File: src/verilog/smp_map.vh
`ifndef SMP_MAP_VH
`define SMP_MAP_VH

// register offsets (byte addresses)
`define SMP_OFF_CMD     8'h00
`define SMP_OFF_DST     8'h04
`define SMP_OFF_SP      8'h08
`define SMP_OFF_SR      8'h0C
`define SMP_OFF_STAT    8'h10
`define SMP_OFF_RSEL    8'h14
`define SMP_OFF_RDAT    8'h18

// command word fields
`define SMP_CMD_OP      1:0
`define SMP_CMD_SIZE    3:2
`define SMP_CMD_CNT     7:4
`define SMP_CMD_REG     11:8
`define SMP_CMD_MODE    13:12
`define SMP_OP_PUSH     2'h1
`define SMP_OP_POP      2'h2
`define SMP_SZ_B        2'h0
`define SMP_SZ_W        2'h1
`define SMP_SZ_A        2'h2
`define SMP_MD_REG      2'h0
`define SMP_MD_IDX      2'h1
`define SMP_MD_SYM      2'h2
`define SMP_MD_ABS      2'h3

// core register indices, reset value and stack pointer steps
`define SMP_IDX_PC      4'h0
`define SMP_IDX_SP      4'h1
`define SMP_IDX_SR      4'h2
`define SMP_RF_RST      20'h0_0000
`define SMP_STEP2       20'h0_0002
`define SMP_STEP4       20'h0_0004

// bus answers
`define SMP_RESP_OKAY   2'h0
`define SMP_RESP_SLVERR 2'h2

`endif
File: src/verilog/smp_axil_slave.v
`timescale 1ns/1ps
`default_nettype none
`include "smp_map.vh"

module smp_axil_slave (
	input  wire        core_clk,
	input  wire        rst_n,
	input  wire [7:0]  s_axi_awaddr,
	input  wire        s_axi_awvalid,
	output wire        s_axi_awready,
	input  wire [31:0] s_axi_wdata,
	input  wire [3:0]  s_axi_wstrb,
	input  wire        s_axi_wvalid,
	output wire        s_axi_wready,
	output wire [1:0]  s_axi_bresp,
	output wire        s_axi_bvalid,
	input  wire        s_axi_bready,
	input  wire [7:0]  s_axi_araddr,
	input  wire        s_axi_arvalid,
	output wire        s_axi_arready,
	output wire [31:0] s_axi_rdata,
	output wire [1:0]  s_axi_rresp,
	output wire        s_axi_rvalid,
	input  wire        s_axi_rready,
	output wire        regWrEn,
	output wire [7:0]  regWrAddr,
	output wire [31:0] regWrData,
	output wire [3:0]  regWrStrb,
	input  wire        regWrOk,
	output wire [7:0]  regRdAddr,
	input  wire [31:0] regRdData,
	input  wire        regRdOk
);

	reg        awHeld_ff;
	reg [7:0]  awAddr_ff;
	reg        wHeld_ff;
	reg [31:0] wData_ff;
	reg [3:0]  wStrb_ff;
	reg        bValid_ff;
	reg [1:0]  bResp_ff;
	reg        rValid_ff;
	reg [31:0] rData_ff;
	reg [1:0]  rResp_ff;

	// address and data are caught independently, so either may come first
	assign s_axi_awready = !awHeld_ff && !bValid_ff;
	assign s_axi_wready  = !wHeld_ff && !bValid_ff;
	assign s_axi_arready = !rValid_ff;
	assign s_axi_bvalid  = bValid_ff;
	assign s_axi_bresp   = bResp_ff;
	assign s_axi_rvalid  = rValid_ff;
	assign s_axi_rdata   = rData_ff;
	assign s_axi_rresp   = rResp_ff;
	assign regWrEn       = awHeld_ff && wHeld_ff && !bValid_ff;
	assign regWrAddr     = awAddr_ff;
	assign regWrData     = wData_ff;
	assign regWrStrb     = wStrb_ff;
	assign regRdAddr     = s_axi_araddr;

	always @(posedge core_clk or negedge rst_n) begin
		if (!rst_n) begin
			awHeld_ff <= 1'b0;
			awAddr_ff <= 8'h00;
			wHeld_ff  <= 1'b0;
			wData_ff  <= 32'h0000_0000;
			wStrb_ff  <= 4'h0;
			bValid_ff <= 1'b0;
			bResp_ff  <= `SMP_RESP_OKAY;
			rValid_ff <= 1'b0;
			rData_ff  <= 32'h0000_0000;
			rResp_ff  <= `SMP_RESP_OKAY;
		end else begin
			if (s_axi_awvalid && s_axi_awready) begin
				awHeld_ff <= 1'b1;
				awAddr_ff <= s_axi_awaddr;
			end
			if (s_axi_wvalid && s_axi_wready) begin
				wHeld_ff <= 1'b1;
				wData_ff <= s_axi_wdata;
				wStrb_ff <= s_axi_wstrb;
			end
			if (regWrEn) begin
				awHeld_ff <= 1'b0;
				wHeld_ff  <= 1'b0;
				bValid_ff <= 1'b1;
				bResp_ff  <= regWrOk ? `SMP_RESP_OKAY : `SMP_RESP_SLVERR;
			end else if (bValid_ff && s_axi_bready) begin
				bValid_ff <= 1'b0;
			end
			if (s_axi_arvalid && s_axi_arready) begin
				rValid_ff <= 1'b1;
				rData_ff  <= regRdOk ? regRdData : 32'h0000_0000;
				rResp_ff  <= regRdOk ? `SMP_RESP_OKAY : `SMP_RESP_SLVERR;
			end else if (rValid_ff && s_axi_rready) begin
				rValid_ff <= 1'b0;
			end
		end
	end

endmodule // smp_axil_slave

`default_nettype wire

File: src/verilog/smp_engine.v
`timescale 1ns/1ps
`default_nettype none
`include "smp_map.vh"

module smp_engine (
	input  wire        core_clk,
	input  wire        rst_n,
	input  wire [7:0]  s_axi_awaddr,
	input  wire        s_axi_awvalid,
	output wire        s_axi_awready,
	input  wire [31:0] s_axi_wdata,
	input  wire [3:0]  s_axi_wstrb,
	input  wire        s_axi_wvalid,
	output wire        s_axi_wready,
	output wire [1:0]  s_axi_bresp,
	output wire        s_axi_bvalid,
	input  wire        s_axi_bready,
	input  wire [7:0]  s_axi_araddr,
	input  wire        s_axi_arvalid,
	output wire        s_axi_arready,
	output wire [31:0] s_axi_rdata,
	output wire [1:0]  s_axi_rresp,
	output wire        s_axi_rvalid,
	input  wire        s_axi_rready,
	output wire        memReq,
	output wire        memWe,
	output wire        memByte,
	output wire [19:0] memAddr,
	output wire [15:0] memWdata,
	input  wire [15:0] memRdata,
	input  wire        memAck,
	output wire        busy
);

	// ----------------------------------------------------------------
	// sequencer states
	// ----------------------------------------------------------------
	localparam [8:0] ST_IDLE = 9'h001;
	localparam [8:0] ST_PNXT = 9'h002;
	localparam [8:0] ST_PHI  = 9'h004;
	localparam [8:0] ST_PLO  = 9'h008;
	localparam [8:0] ST_RLO  = 9'h010;
	localparam [8:0] ST_RHI  = 9'h020;
	localparam [8:0] ST_DST  = 9'h040;
	localparam [8:0] ST_WLO  = 9'h080;
	localparam [8:0] ST_WHI  = 9'h100;

	wire        regWrEn;
	wire [7:0]  regWrAddr;
	wire [31:0] regWrData;
	wire [3:0]  regWrStrb;
	wire [7:0]  regRdAddr;
	reg         regWrOk;
	reg  [31:0] regRdData;
	reg         regRdOk;

	reg  [19:0] regFile_ff [0:15];
	reg  [8:0]  state_ff;
	reg  [1:0]  size_ff;
	reg  [1:0]  mode_ff;
	reg  [3:0]  cnt_ff;
	reg  [3:0]  cur_ff;
	reg  [19:0] ea_ff;
	reg  [15:0] lo_ff;
	reg  [3:0]  hi_ff;
	reg         done_ff;
	reg  [3:0]  rsel_ff;
	reg  [19:0] dstOp_ff;
	reg         memReq_ff;
	reg         memWe_ff;
	reg         memByte_ff;
	reg  [19:0] memAddr_ff;
	reg  [15:0] memWdata_ff;

	reg  [8:0]  nxt_state;
	reg  [1:0]  nxt_size;
	reg  [1:0]  nxt_mode;
	reg  [3:0]  nxt_cnt;
	reg  [3:0]  nxt_cur;
	reg  [19:0] nxt_ea;
	reg  [15:0] nxt_lo;
	reg  [3:0]  nxt_hi;
	reg         nxt_done;
	reg         nxt_memReq;
	reg         nxt_memWe;
	reg         nxt_memByte;
	reg  [19:0] nxt_memAddr;
	reg  [15:0] nxt_memWdata;
	reg         rfWe;
	reg  [3:0]  rfIdx;
	reg  [19:0] rfData;
	reg         spWe;
	reg  [19:0] spData;

	wire [19:0] sp      = regFile_ff[`SMP_IDX_SP];
	wire [19:0] curVal  = regFile_ff[cur_ff];
	wire        idle    = state_ff == ST_IDLE;
	wire [31:0] wrOld   = (regWrAddr == `SMP_OFF_DST) ? {12'h000, dstOp_ff} :
	                      (regWrAddr == `SMP_OFF_SP)  ? {12'h000, sp} :
	                      (regWrAddr == `SMP_OFF_SR)  ? {12'h000, regFile_ff[`SMP_IDX_SR]} :
	                      (regWrAddr == `SMP_OFF_RSEL) ? {28'h000_0000, rsel_ff} :
	                      (regWrAddr == `SMP_OFF_RDAT) ? {12'h000, regFile_ff[rsel_ff]} :
	                      32'h0000_0000;
	wire [31:0] wrVal;
	wire        cmdGo   = regWrEn && regWrOk && (regWrAddr == `SMP_OFF_CMD) && idle &&
	                      (wrVal[`SMP_CMD_OP] == `SMP_OP_PUSH || wrVal[`SMP_CMD_OP] == `SMP_OP_POP);
	wire [3:0]  cmdReg  = wrVal[`SMP_CMD_REG];

	assign busy     = !idle;
	assign memReq   = memReq_ff;
	assign memWe    = memWe_ff;
	assign memByte  = memByte_ff;
	assign memAddr  = memAddr_ff;
	assign memWdata = memWdata_ff;

	// ----------------------------------------------------------------
	// register bus
	// ----------------------------------------------------------------
	smp_axil_slave u_bus (
		.core_clk      (core_clk),
		.rst_n         (rst_n),
		.s_axi_awaddr  (s_axi_awaddr),
		.s_axi_awvalid (s_axi_awvalid),
		.s_axi_awready (s_axi_awready),
		.s_axi_wdata   (s_axi_wdata),
		.s_axi_wstrb   (s_axi_wstrb),
		.s_axi_wvalid  (s_axi_wvalid),
		.s_axi_wready  (s_axi_wready),
		.s_axi_bresp   (s_axi_bresp),
		.s_axi_bvalid  (s_axi_bvalid),
		.s_axi_bready  (s_axi_bready),
		.s_axi_araddr  (s_axi_araddr),
		.s_axi_arvalid (s_axi_arvalid),
		.s_axi_arready (s_axi_arready),
		.s_axi_rdata   (s_axi_rdata),
		.s_axi_rresp   (s_axi_rresp),
		.s_axi_rvalid  (s_axi_rvalid),
		.s_axi_rready  (s_axi_rready),
		.regWrEn       (regWrEn),
		.regWrAddr     (regWrAddr),
		.regWrData     (regWrData),
		.regWrStrb     (regWrStrb),
		.regWrOk       (regWrOk),
		.regRdAddr     (regRdAddr),
		.regRdData     (regRdData),
		.regRdOk       (regRdOk)
	);

	// byte lanes without a strobe keep the old value
	genvar lane;
	generate
		for (lane = 0; lane < 4; lane = lane + 1) begin : g_lane
			assign wrVal[lane*8 +: 8] = regWrStrb[lane] ? regWrData[lane*8 +: 8] :
			                                              wrOld[lane*8 +: 8];
		end
	endgenerate

	// core registers can not change under a running sequence, so those writes are refused
	always @* begin
		case (regWrAddr)
			`SMP_OFF_CMD, `SMP_OFF_SP, `SMP_OFF_SR, `SMP_OFF_RDAT: regWrOk = idle;
			`SMP_OFF_DST, `SMP_OFF_STAT, `SMP_OFF_RSEL:            regWrOk = 1'b1;
			default:                                               regWrOk = 1'b0;
		endcase
	end

	always @* begin
		regRdOk = 1'b1;
		case (regRdAddr)
			`SMP_OFF_CMD:  regRdData = 32'h0000_0000;
			`SMP_OFF_DST:  regRdData = {12'h000, dstOp_ff};
			`SMP_OFF_SP:   regRdData = {12'h000, sp};
			`SMP_OFF_SR:   regRdData = {12'h000, regFile_ff[`SMP_IDX_SR]};
			`SMP_OFF_STAT: regRdData = {30'h0000_0000, done_ff, busy};
			`SMP_OFF_RSEL: regRdData = {28'h000_0000, rsel_ff};
			`SMP_OFF_RDAT: regRdData = {12'h000, regFile_ff[rsel_ff]};
			default: begin
				regRdData = 32'h0000_0000;
				regRdOk   = 1'b0;
			end
		endcase
	end

	// ----------------------------------------------------------------
	// sequencer
	// ----------------------------------------------------------------
	always @* begin
		nxt_state    = state_ff;
		nxt_size     = size_ff;
		nxt_mode     = mode_ff;
		nxt_cnt      = cnt_ff;
		nxt_cur      = cur_ff;
		nxt_ea       = ea_ff;
		nxt_lo       = lo_ff;
		nxt_hi       = hi_ff;
		nxt_done     = done_ff;
		nxt_memReq   = memReq_ff;
		nxt_memWe    = memWe_ff;
		nxt_memByte  = memByte_ff;
		nxt_memAddr  = memAddr_ff;
		nxt_memWdata = memWdata_ff;
		rfWe         = 1'b0;
		rfIdx        = cur_ff;
		rfData       = `SMP_RF_RST;
		spWe         = 1'b0;
		spData       = sp;
		case (state_ff)
			ST_IDLE: begin
				// status register changes by software here, or by a register-mode pop into index 2
				// flags left alone
				if (regWrEn && regWrOk && regWrAddr == `SMP_OFF_SP) begin
					rfWe   = 1'b1;
					rfIdx  = `SMP_IDX_SP;
					rfData = wrVal[19:0];
				end else if (regWrEn && regWrOk && regWrAddr == `SMP_OFF_SR) begin
					rfWe   = 1'b1;
					rfIdx  = `SMP_IDX_SR;
					rfData = wrVal[19:0];
				end else if (regWrEn && regWrOk && regWrAddr == `SMP_OFF_RDAT) begin
					rfWe   = 1'b1;
					rfIdx  = rsel_ff;
					rfData = wrVal[19:0];
				end
				if (cmdGo) begin
					nxt_size = wrVal[`SMP_CMD_SIZE];
					nxt_mode = wrVal[`SMP_CMD_MODE];
					nxt_cnt  = wrVal[`SMP_CMD_CNT];
					nxt_cur  = cmdReg;
					nxt_done = 1'b0;
					// two-bit mode has no indirect form
					case (wrVal[`SMP_CMD_MODE])
						`SMP_MD_IDX: nxt_ea = regFile_ff[cmdReg] + dstOp_ff;
						`SMP_MD_SYM: nxt_ea = regFile_ff[`SMP_IDX_PC] + dstOp_ff;
						default:     nxt_ea = dstOp_ff;
					endcase
					if (wrVal[`SMP_CMD_OP] == `SMP_OP_PUSH) begin
						nxt_state = ST_PNXT;
					end else begin
						nxt_memReq  = 1'b1;
						nxt_memWe   = 1'b0;
						nxt_memByte = 1'b0;
						nxt_memAddr = sp;
						nxt_state   = ST_RLO;
					end
				end
			end
			ST_PNXT: begin
				nxt_memReq  = 1'b1;
				nxt_memWe   = 1'b1;
				nxt_memByte = 1'b0;
				spWe        = 1'b1;
				if (size_ff == `SMP_SZ_A) begin
					spData       = sp - `SMP_STEP4;
					nxt_memAddr  = sp - `SMP_STEP2;
					// stack pointer itself is saved already lowered, never torn
					nxt_memWdata = (cur_ff == `SMP_IDX_SP) ? {12'h000, spData[19:16]} :
					                                         {12'h000, curVal[19:16]};
					nxt_state    = ST_PHI;
				end else begin
					spData       = sp - `SMP_STEP2;
					nxt_memAddr  = sp - `SMP_STEP2;
					nxt_memWdata = (cur_ff == `SMP_IDX_SP) ? spData[15:0] : curVal[15:0];
					nxt_state    = ST_PLO;
				end
			end
			ST_PHI: begin
				if (memAck) begin
					nxt_memAddr  = sp;
					nxt_memWdata = curVal[15:0];
					nxt_state    = ST_PLO;
				end
			end
			ST_PLO: begin
				if (memAck) begin
					nxt_memReq = 1'b0;
					if (cnt_ff == 4'h0) begin
						nxt_done  = 1'b1;
						nxt_state = ST_IDLE;
					end else begin
						nxt_cur   = cur_ff - 4'h1;
						nxt_cnt   = cnt_ff - 4'h1;
						nxt_state = ST_PNXT;
					end
				end
			end
			ST_RLO: begin
				if (memAck) begin
					nxt_lo = memRdata;
					if (size_ff == `SMP_SZ_A) begin
						nxt_memAddr = sp + `SMP_STEP2;
						nxt_state   = ST_RHI;
					end else begin
						spWe       = 1'b1;
						spData     = sp + `SMP_STEP2;
						nxt_memReq = 1'b0;
						nxt_state  = ST_DST;
					end
				end
			end
			ST_RHI: begin
				if (memAck) begin
					nxt_hi     = memRdata[3:0];
					spWe       = 1'b1;
					spData     = sp + `SMP_STEP4;
					nxt_memReq = 1'b0;
					nxt_state  = ST_DST;
				end
			end
			ST_DST: begin
				if (mode_ff == `SMP_MD_REG) begin
					// register destination clears unused upper bits
					rfWe = 1'b1;
					case (size_ff)
						`SMP_SZ_A: rfData = {hi_ff, lo_ff};
						`SMP_SZ_W: rfData = {4'h0, lo_ff};
						default:   rfData = {12'h000, lo_ff[7:0]};
					endcase
					nxt_done  = 1'b1;
					nxt_state = ST_IDLE;
				end else begin
					nxt_memReq   = 1'b1;
					nxt_memWe    = 1'b1;
					nxt_memByte  = size_ff == `SMP_SZ_B;
					nxt_memAddr  = ea_ff;
					nxt_memWdata = lo_ff;
					nxt_state    = ST_WLO;
				end
			end
			ST_WLO: begin
				if (memAck) begin
					if (size_ff == `SMP_SZ_A) begin
						nxt_memAddr  = ea_ff + `SMP_STEP2;
						nxt_memWdata = {12'h000, hi_ff};
						nxt_state    = ST_WHI;
					end else begin
						nxt_memReq = 1'b0;
						nxt_done   = 1'b1;
						nxt_state  = ST_IDLE;
					end
				end
			end
			ST_WHI: begin
				if (memAck) begin
					nxt_memReq = 1'b0;
					nxt_done   = 1'b1;
					nxt_state  = ST_IDLE;
				end
			end
			default: begin
				nxt_memReq = 1'b0;
				nxt_state  = ST_IDLE;
			end
		endcase
	end

	always @(posedge core_clk or negedge rst_n) begin
		if (!rst_n) begin
			state_ff    <= ST_IDLE;
			size_ff     <= `SMP_SZ_B;
			mode_ff     <= `SMP_MD_REG;
			cnt_ff      <= 4'h0;
			cur_ff      <= 4'h0;
			ea_ff       <= `SMP_RF_RST;
			lo_ff       <= 16'h0000;
			hi_ff       <= 4'h0;
			done_ff     <= 1'b0;
			rsel_ff     <= 4'h0;
			dstOp_ff    <= `SMP_RF_RST;
			memReq_ff   <= 1'b0;
			memWe_ff    <= 1'b0;
			memByte_ff  <= 1'b0;
			memAddr_ff  <= `SMP_RF_RST;
			memWdata_ff <= 16'h0000;
		end else begin
			state_ff    <= nxt_state;
			size_ff     <= nxt_size;
			mode_ff     <= nxt_mode;
			cnt_ff      <= nxt_cnt;
			cur_ff      <= nxt_cur;
			ea_ff       <= nxt_ea;
			lo_ff       <= nxt_lo;
			hi_ff       <= nxt_hi;
			done_ff     <= nxt_done;
			memReq_ff   <= nxt_memReq;
			memWe_ff    <= nxt_memWe;
			memByte_ff  <= nxt_memByte;
			memAddr_ff  <= nxt_memAddr;
			memWdata_ff <= nxt_memWdata;
			if (regWrEn && regWrAddr == `SMP_OFF_RSEL)
				rsel_ff <= wrVal[3:0];
			if (regWrEn && regWrAddr == `SMP_OFF_DST)
				dstOp_ff <= wrVal[19:0];
		end
	end

	// ----------------------------------------------------------------
	// core register file
	// ----------------------------------------------------------------
	// pushed registers other than the stack pointer are only read, never written
	genvar ent;
	generate
		for (ent = 0; ent < 16; ent = ent + 1) begin : g_rf
			always @(posedge core_clk or negedge rst_n) begin
				if (!rst_n)
					regFile_ff[ent] <= `SMP_RF_RST;
				else if (rfWe && rfIdx == ent)
					regFile_ff[ent] <= rfData;
				else if (spWe && ent == `SMP_IDX_SP)
					regFile_ff[ent] <= spData;
			end
		end
	endgenerate

endmodule // smp_engine

`default_nettype wire

File: config.mk
export PLATFORM = sky130hd
export DESIGN_NAME = smp_engine
export DESIGN_NICKNAME = d
export VERILOG_FILES = /design/src/verilog/smp_axil_slave.v /design/src/verilog/smp_engine.v
export VERILOG_INCLUDE_DIRS = /design/src /design/src/verilog
export SDC_FILE = /design/constraint.sdc
export NUM_CORES = 2
export LEC_CHECK = 0
export BUFFER_PORTS_ARGS = -buffer_cell sky130_fd_sc_hd__buf_2
export CAP_MARGIN = 20
export CORE_MARGIN = 2
export CORE_UTILIZATION = 35
export CTS_CLUSTER_SIZE = 25
export DETAILED_ROUTE_END_ITERATION = 10
export GPL_TIMING_DRIVEN = 1
export HOLD_SLACK_MARGIN = 0.08
export PLACE_DENSITY = 0.54
export SETUP_SLACK_MARGIN = 0.3
export SLEW_MARGIN = 30
export SYNTH_ARGS = -nofsm -noshare
export SYNTH_HDL_FRONTEND = slang
export SYNTH_HIERARCHICAL = 1
export SYNTH_SLANG_ARGS = --single-unit
export TNS_END_PERCENT = 1
File: constraint.sdc
create_clock -name core_clk -period 5.84 [get_ports core_clk]
set_input_delay 0.876 -clock core_clk [delete_from_list [all_inputs] [get_ports core_clk]]
set_output_delay 0.876 -clock core_clk [all_outputs]
set_load 0.01 [all_outputs]
==> metrics.yaml <==
run_status:
  status: "finished clean"
critical_path:
  crit_type: "reg2reg"
  critPathMaxFanout: 10
  critPathCaptureType: "register"
  crit_arrival_ns: 6.08
  crit_path_max_incr_delay_ns: 0.60
  required_ns: 6.38
  slowest_stage: "or4_4"
  startpoint_type: "register"
placement:
  placed_area_um2: 36400
  io_buffers: 141
  place.gp.congestion: 1.00
  hpwlAfterDp_um: 98100
power:
  ir_worst_vdd_mv: 0.232
  switching_share_pct: 40.7
  p_per_area_nw_per_um2: 387
  p_clk_share_pct: 27.7
  switching_power_w: 0.00617
  power_frac_comb_pct: 43.4
  p_int_w: 0.00900
  p_seq_share_pct: 28.8
  leakage_nw: 16.1
timing:
  fmax_mhz: 180
  setup_viol: 0
  worst_pin_slew_ns: 1.01
  maxSlewHeadroom_pct: 32.7
  skew_ns: 0.0368
  layout_min_cycle_time_ns: 5.55
  fin_crit_sh_pct: 95.0
  rsz0062_at_grt: "yes"
  drv_slew: 0
  hold_viol: 0
  whs_ns: 0.267
die:
  die_h_um: 313
  core_um2: 94700
  ioPinCount: 157
  start_util_pct: 35.2
  row_count: 113
  dieArea_um2: 97800
  fp.dieW_um: 313
route:
  wl_per_cell_um: 27.4
  drc: 0
  dr.pass1.iters: 7
  wirelength_um: 138000
  num_vias: 29900
  viasPerCell: 5.95
  drtIter0Drc: 3128
  ant_nets: 0
finish:
  n_fill_cell: 9400
  final_layout_size_suffix_gt1_share_pct: 23.9
  final_area_um2: 39300
  seq_area_um2: 12900
  nNetsFinal: 3827
  area_growth_pct: 17.7
  multiInputGateArea_um2: 19300
grt:
  grt_first_pass_wirelength_um: 201000
  grt_max_degree: 125
  antenna_found_initial: 2
  overflow: 0
  grt_pass1_vias: 28800
  grt_use_total_pct: 27.6
clock_tree:
  cts.sinks: 514
  cts-htree-levels: 2
  cts_buffers: 59
  clk_pin_slew_ns: 0.06
  cts_root_buffer: "clkbuf_16"
  worstSkewPairLatency_ns: 0.67
  cts_tree: "yes"
  ctsHoldBuffers: 0
  cts_max_path_buffers: 3
synthesis:
  ys_warn_count: 6
  synth.avg_cell_area_um2: 9.31
  synthesis.area_um2: 33300
  netlist_instances: 3583
flow_run:
  drv_cap: 0
worst_hold_path:
  hold_class: "in2async"
[layout by cell type (no fill, tap or decap), drive strengths merged, types with 15 or more instances in the layout]
cell,instances
and3,26
nor2,185
a22oi,30
dfrtp,513
mux4,200
a21o,34
nor3,41
o21ai,468
o211ai,16
nor2b,19
and2,80
a311oi,38
buf,395
inv,73
xnor2,37
nand3,42
nand2,695
mux2,81
nand4,15
a31oi,60
a221oi,15
a211oi,127
clkbuf,77
xor2,26
a21oi,154
ha,33
mux2i,82
a221o,18
[sequential cells by signal, indices dropped and copies added, names as in the netlist, 3 cells and up]
| signal | count |
|---|---|
| ea_ff | 20 |
| lo_ff | 16 |
| rsel_ff | 4 |
| cnt_ff | 4 |
| u_bus/regWrStrb | 3 |
| memWdata | 16 |
| hi_ff | 4 |
| memAddr | 20 |
| regFile_ff | 300 |
| dstOp_ff | 20 |
| u_bus/regWrData | 20 |
| u_bus/regWrAddr | 8 |
| sp | 20 |
| state_ff | 9 |
| u_bus/s_axi_rdata | 32 |
| cur_ff | 4 |
[path summary, 6_finish.rpt]
check                                        start                     to  slack [ns]  depth (start not counted)
worst max-delay path            u_bus/regWrAddr[6]              ea_ff[14]        0.29                         28
min in group core_clk                 s_axi_rready     u_bus/s_axi_rvalid        0.39                          2
worst max register to register  u_bus/regWrAddr[6]              ea_ff[14]        0.29                         28
worst min register to register         memAddr[10]            memAddr[10]        0.47                          2
max in group asynchronous                    rst_n         regFile_ff[91]        4.34                          2
worst min-delay path                         rst_n  u_bus/s_axi_rdata[26]        0.27                          1
[stage by stage]
step                setup WS, ns  util (%)  setup TNS (ns)  power (W)  std cells
finish                     0.293      41.4               0     0.0152       5033
global route              0.0822      41.4               0     0.0158       5032
CTS                        0.292      40.9               0     0.0147       5022
detailed placement        0.0165      38.4               0     0.0104       4903
global placement         -0.0190      38.4         -0.0190     0.0104       4902
floorplan                  0.321         -               0    0.00784       3595
[cell type report]
type                       instances  area share [%]
antenna                            1         0.00637
clock buffer                      75            4.22
clock inverter                    36            1.36
inverter                          69           0.660
multi-input combinational       2675            49.2
sequential                       514            32.8
tap                             1265            4.03
timing repair buffer             398            7.75
[power by group through the flow]
stage               registers, W  logic [W]  clock network [W]
detailed placement       0.00442    0.00600                  0
floorplan                0.00415    0.00368                  0
CTS                      0.00437    0.00609            0.00428
global placement         0.00442    0.00599                  0
finish                   0.00438    0.00659            0.00420
global route             0.00439    0.00696            0.00441
[timing repair]
action                     CTS  global route
setup endpoints to repair    9            15
cloned                       1             2
gates resized for setup     23            74
setup buffers                7             8
pin swaps                   10            40
[worst max-delay path: cells and delay by family, from the launching register on]
| kind | cells | cell delay (ns) |
|---|---|---|
| compound gates | 13 | 2.04 |
| xor+xnor | 1 | 0.15 |
| fa+ha+maj | 2 | 0.54 |
| buf+inv | 6 | 0.90 |
| flops | 1 | 0.37 |
| mux | 1 | 0.23 |
| simple gates | 5 | 1.14 |
[metal layers]
metal,vias up,track usage [%],routed length (um)
met5,-,0,0
met4,0,15.1,8890
li1,13300,-,-
met3,341,5.51,11900
met1,14900,36.3,55500
met2,1387,43.0,61900
No activity file was read; power rests on OpenSTA's default activity.
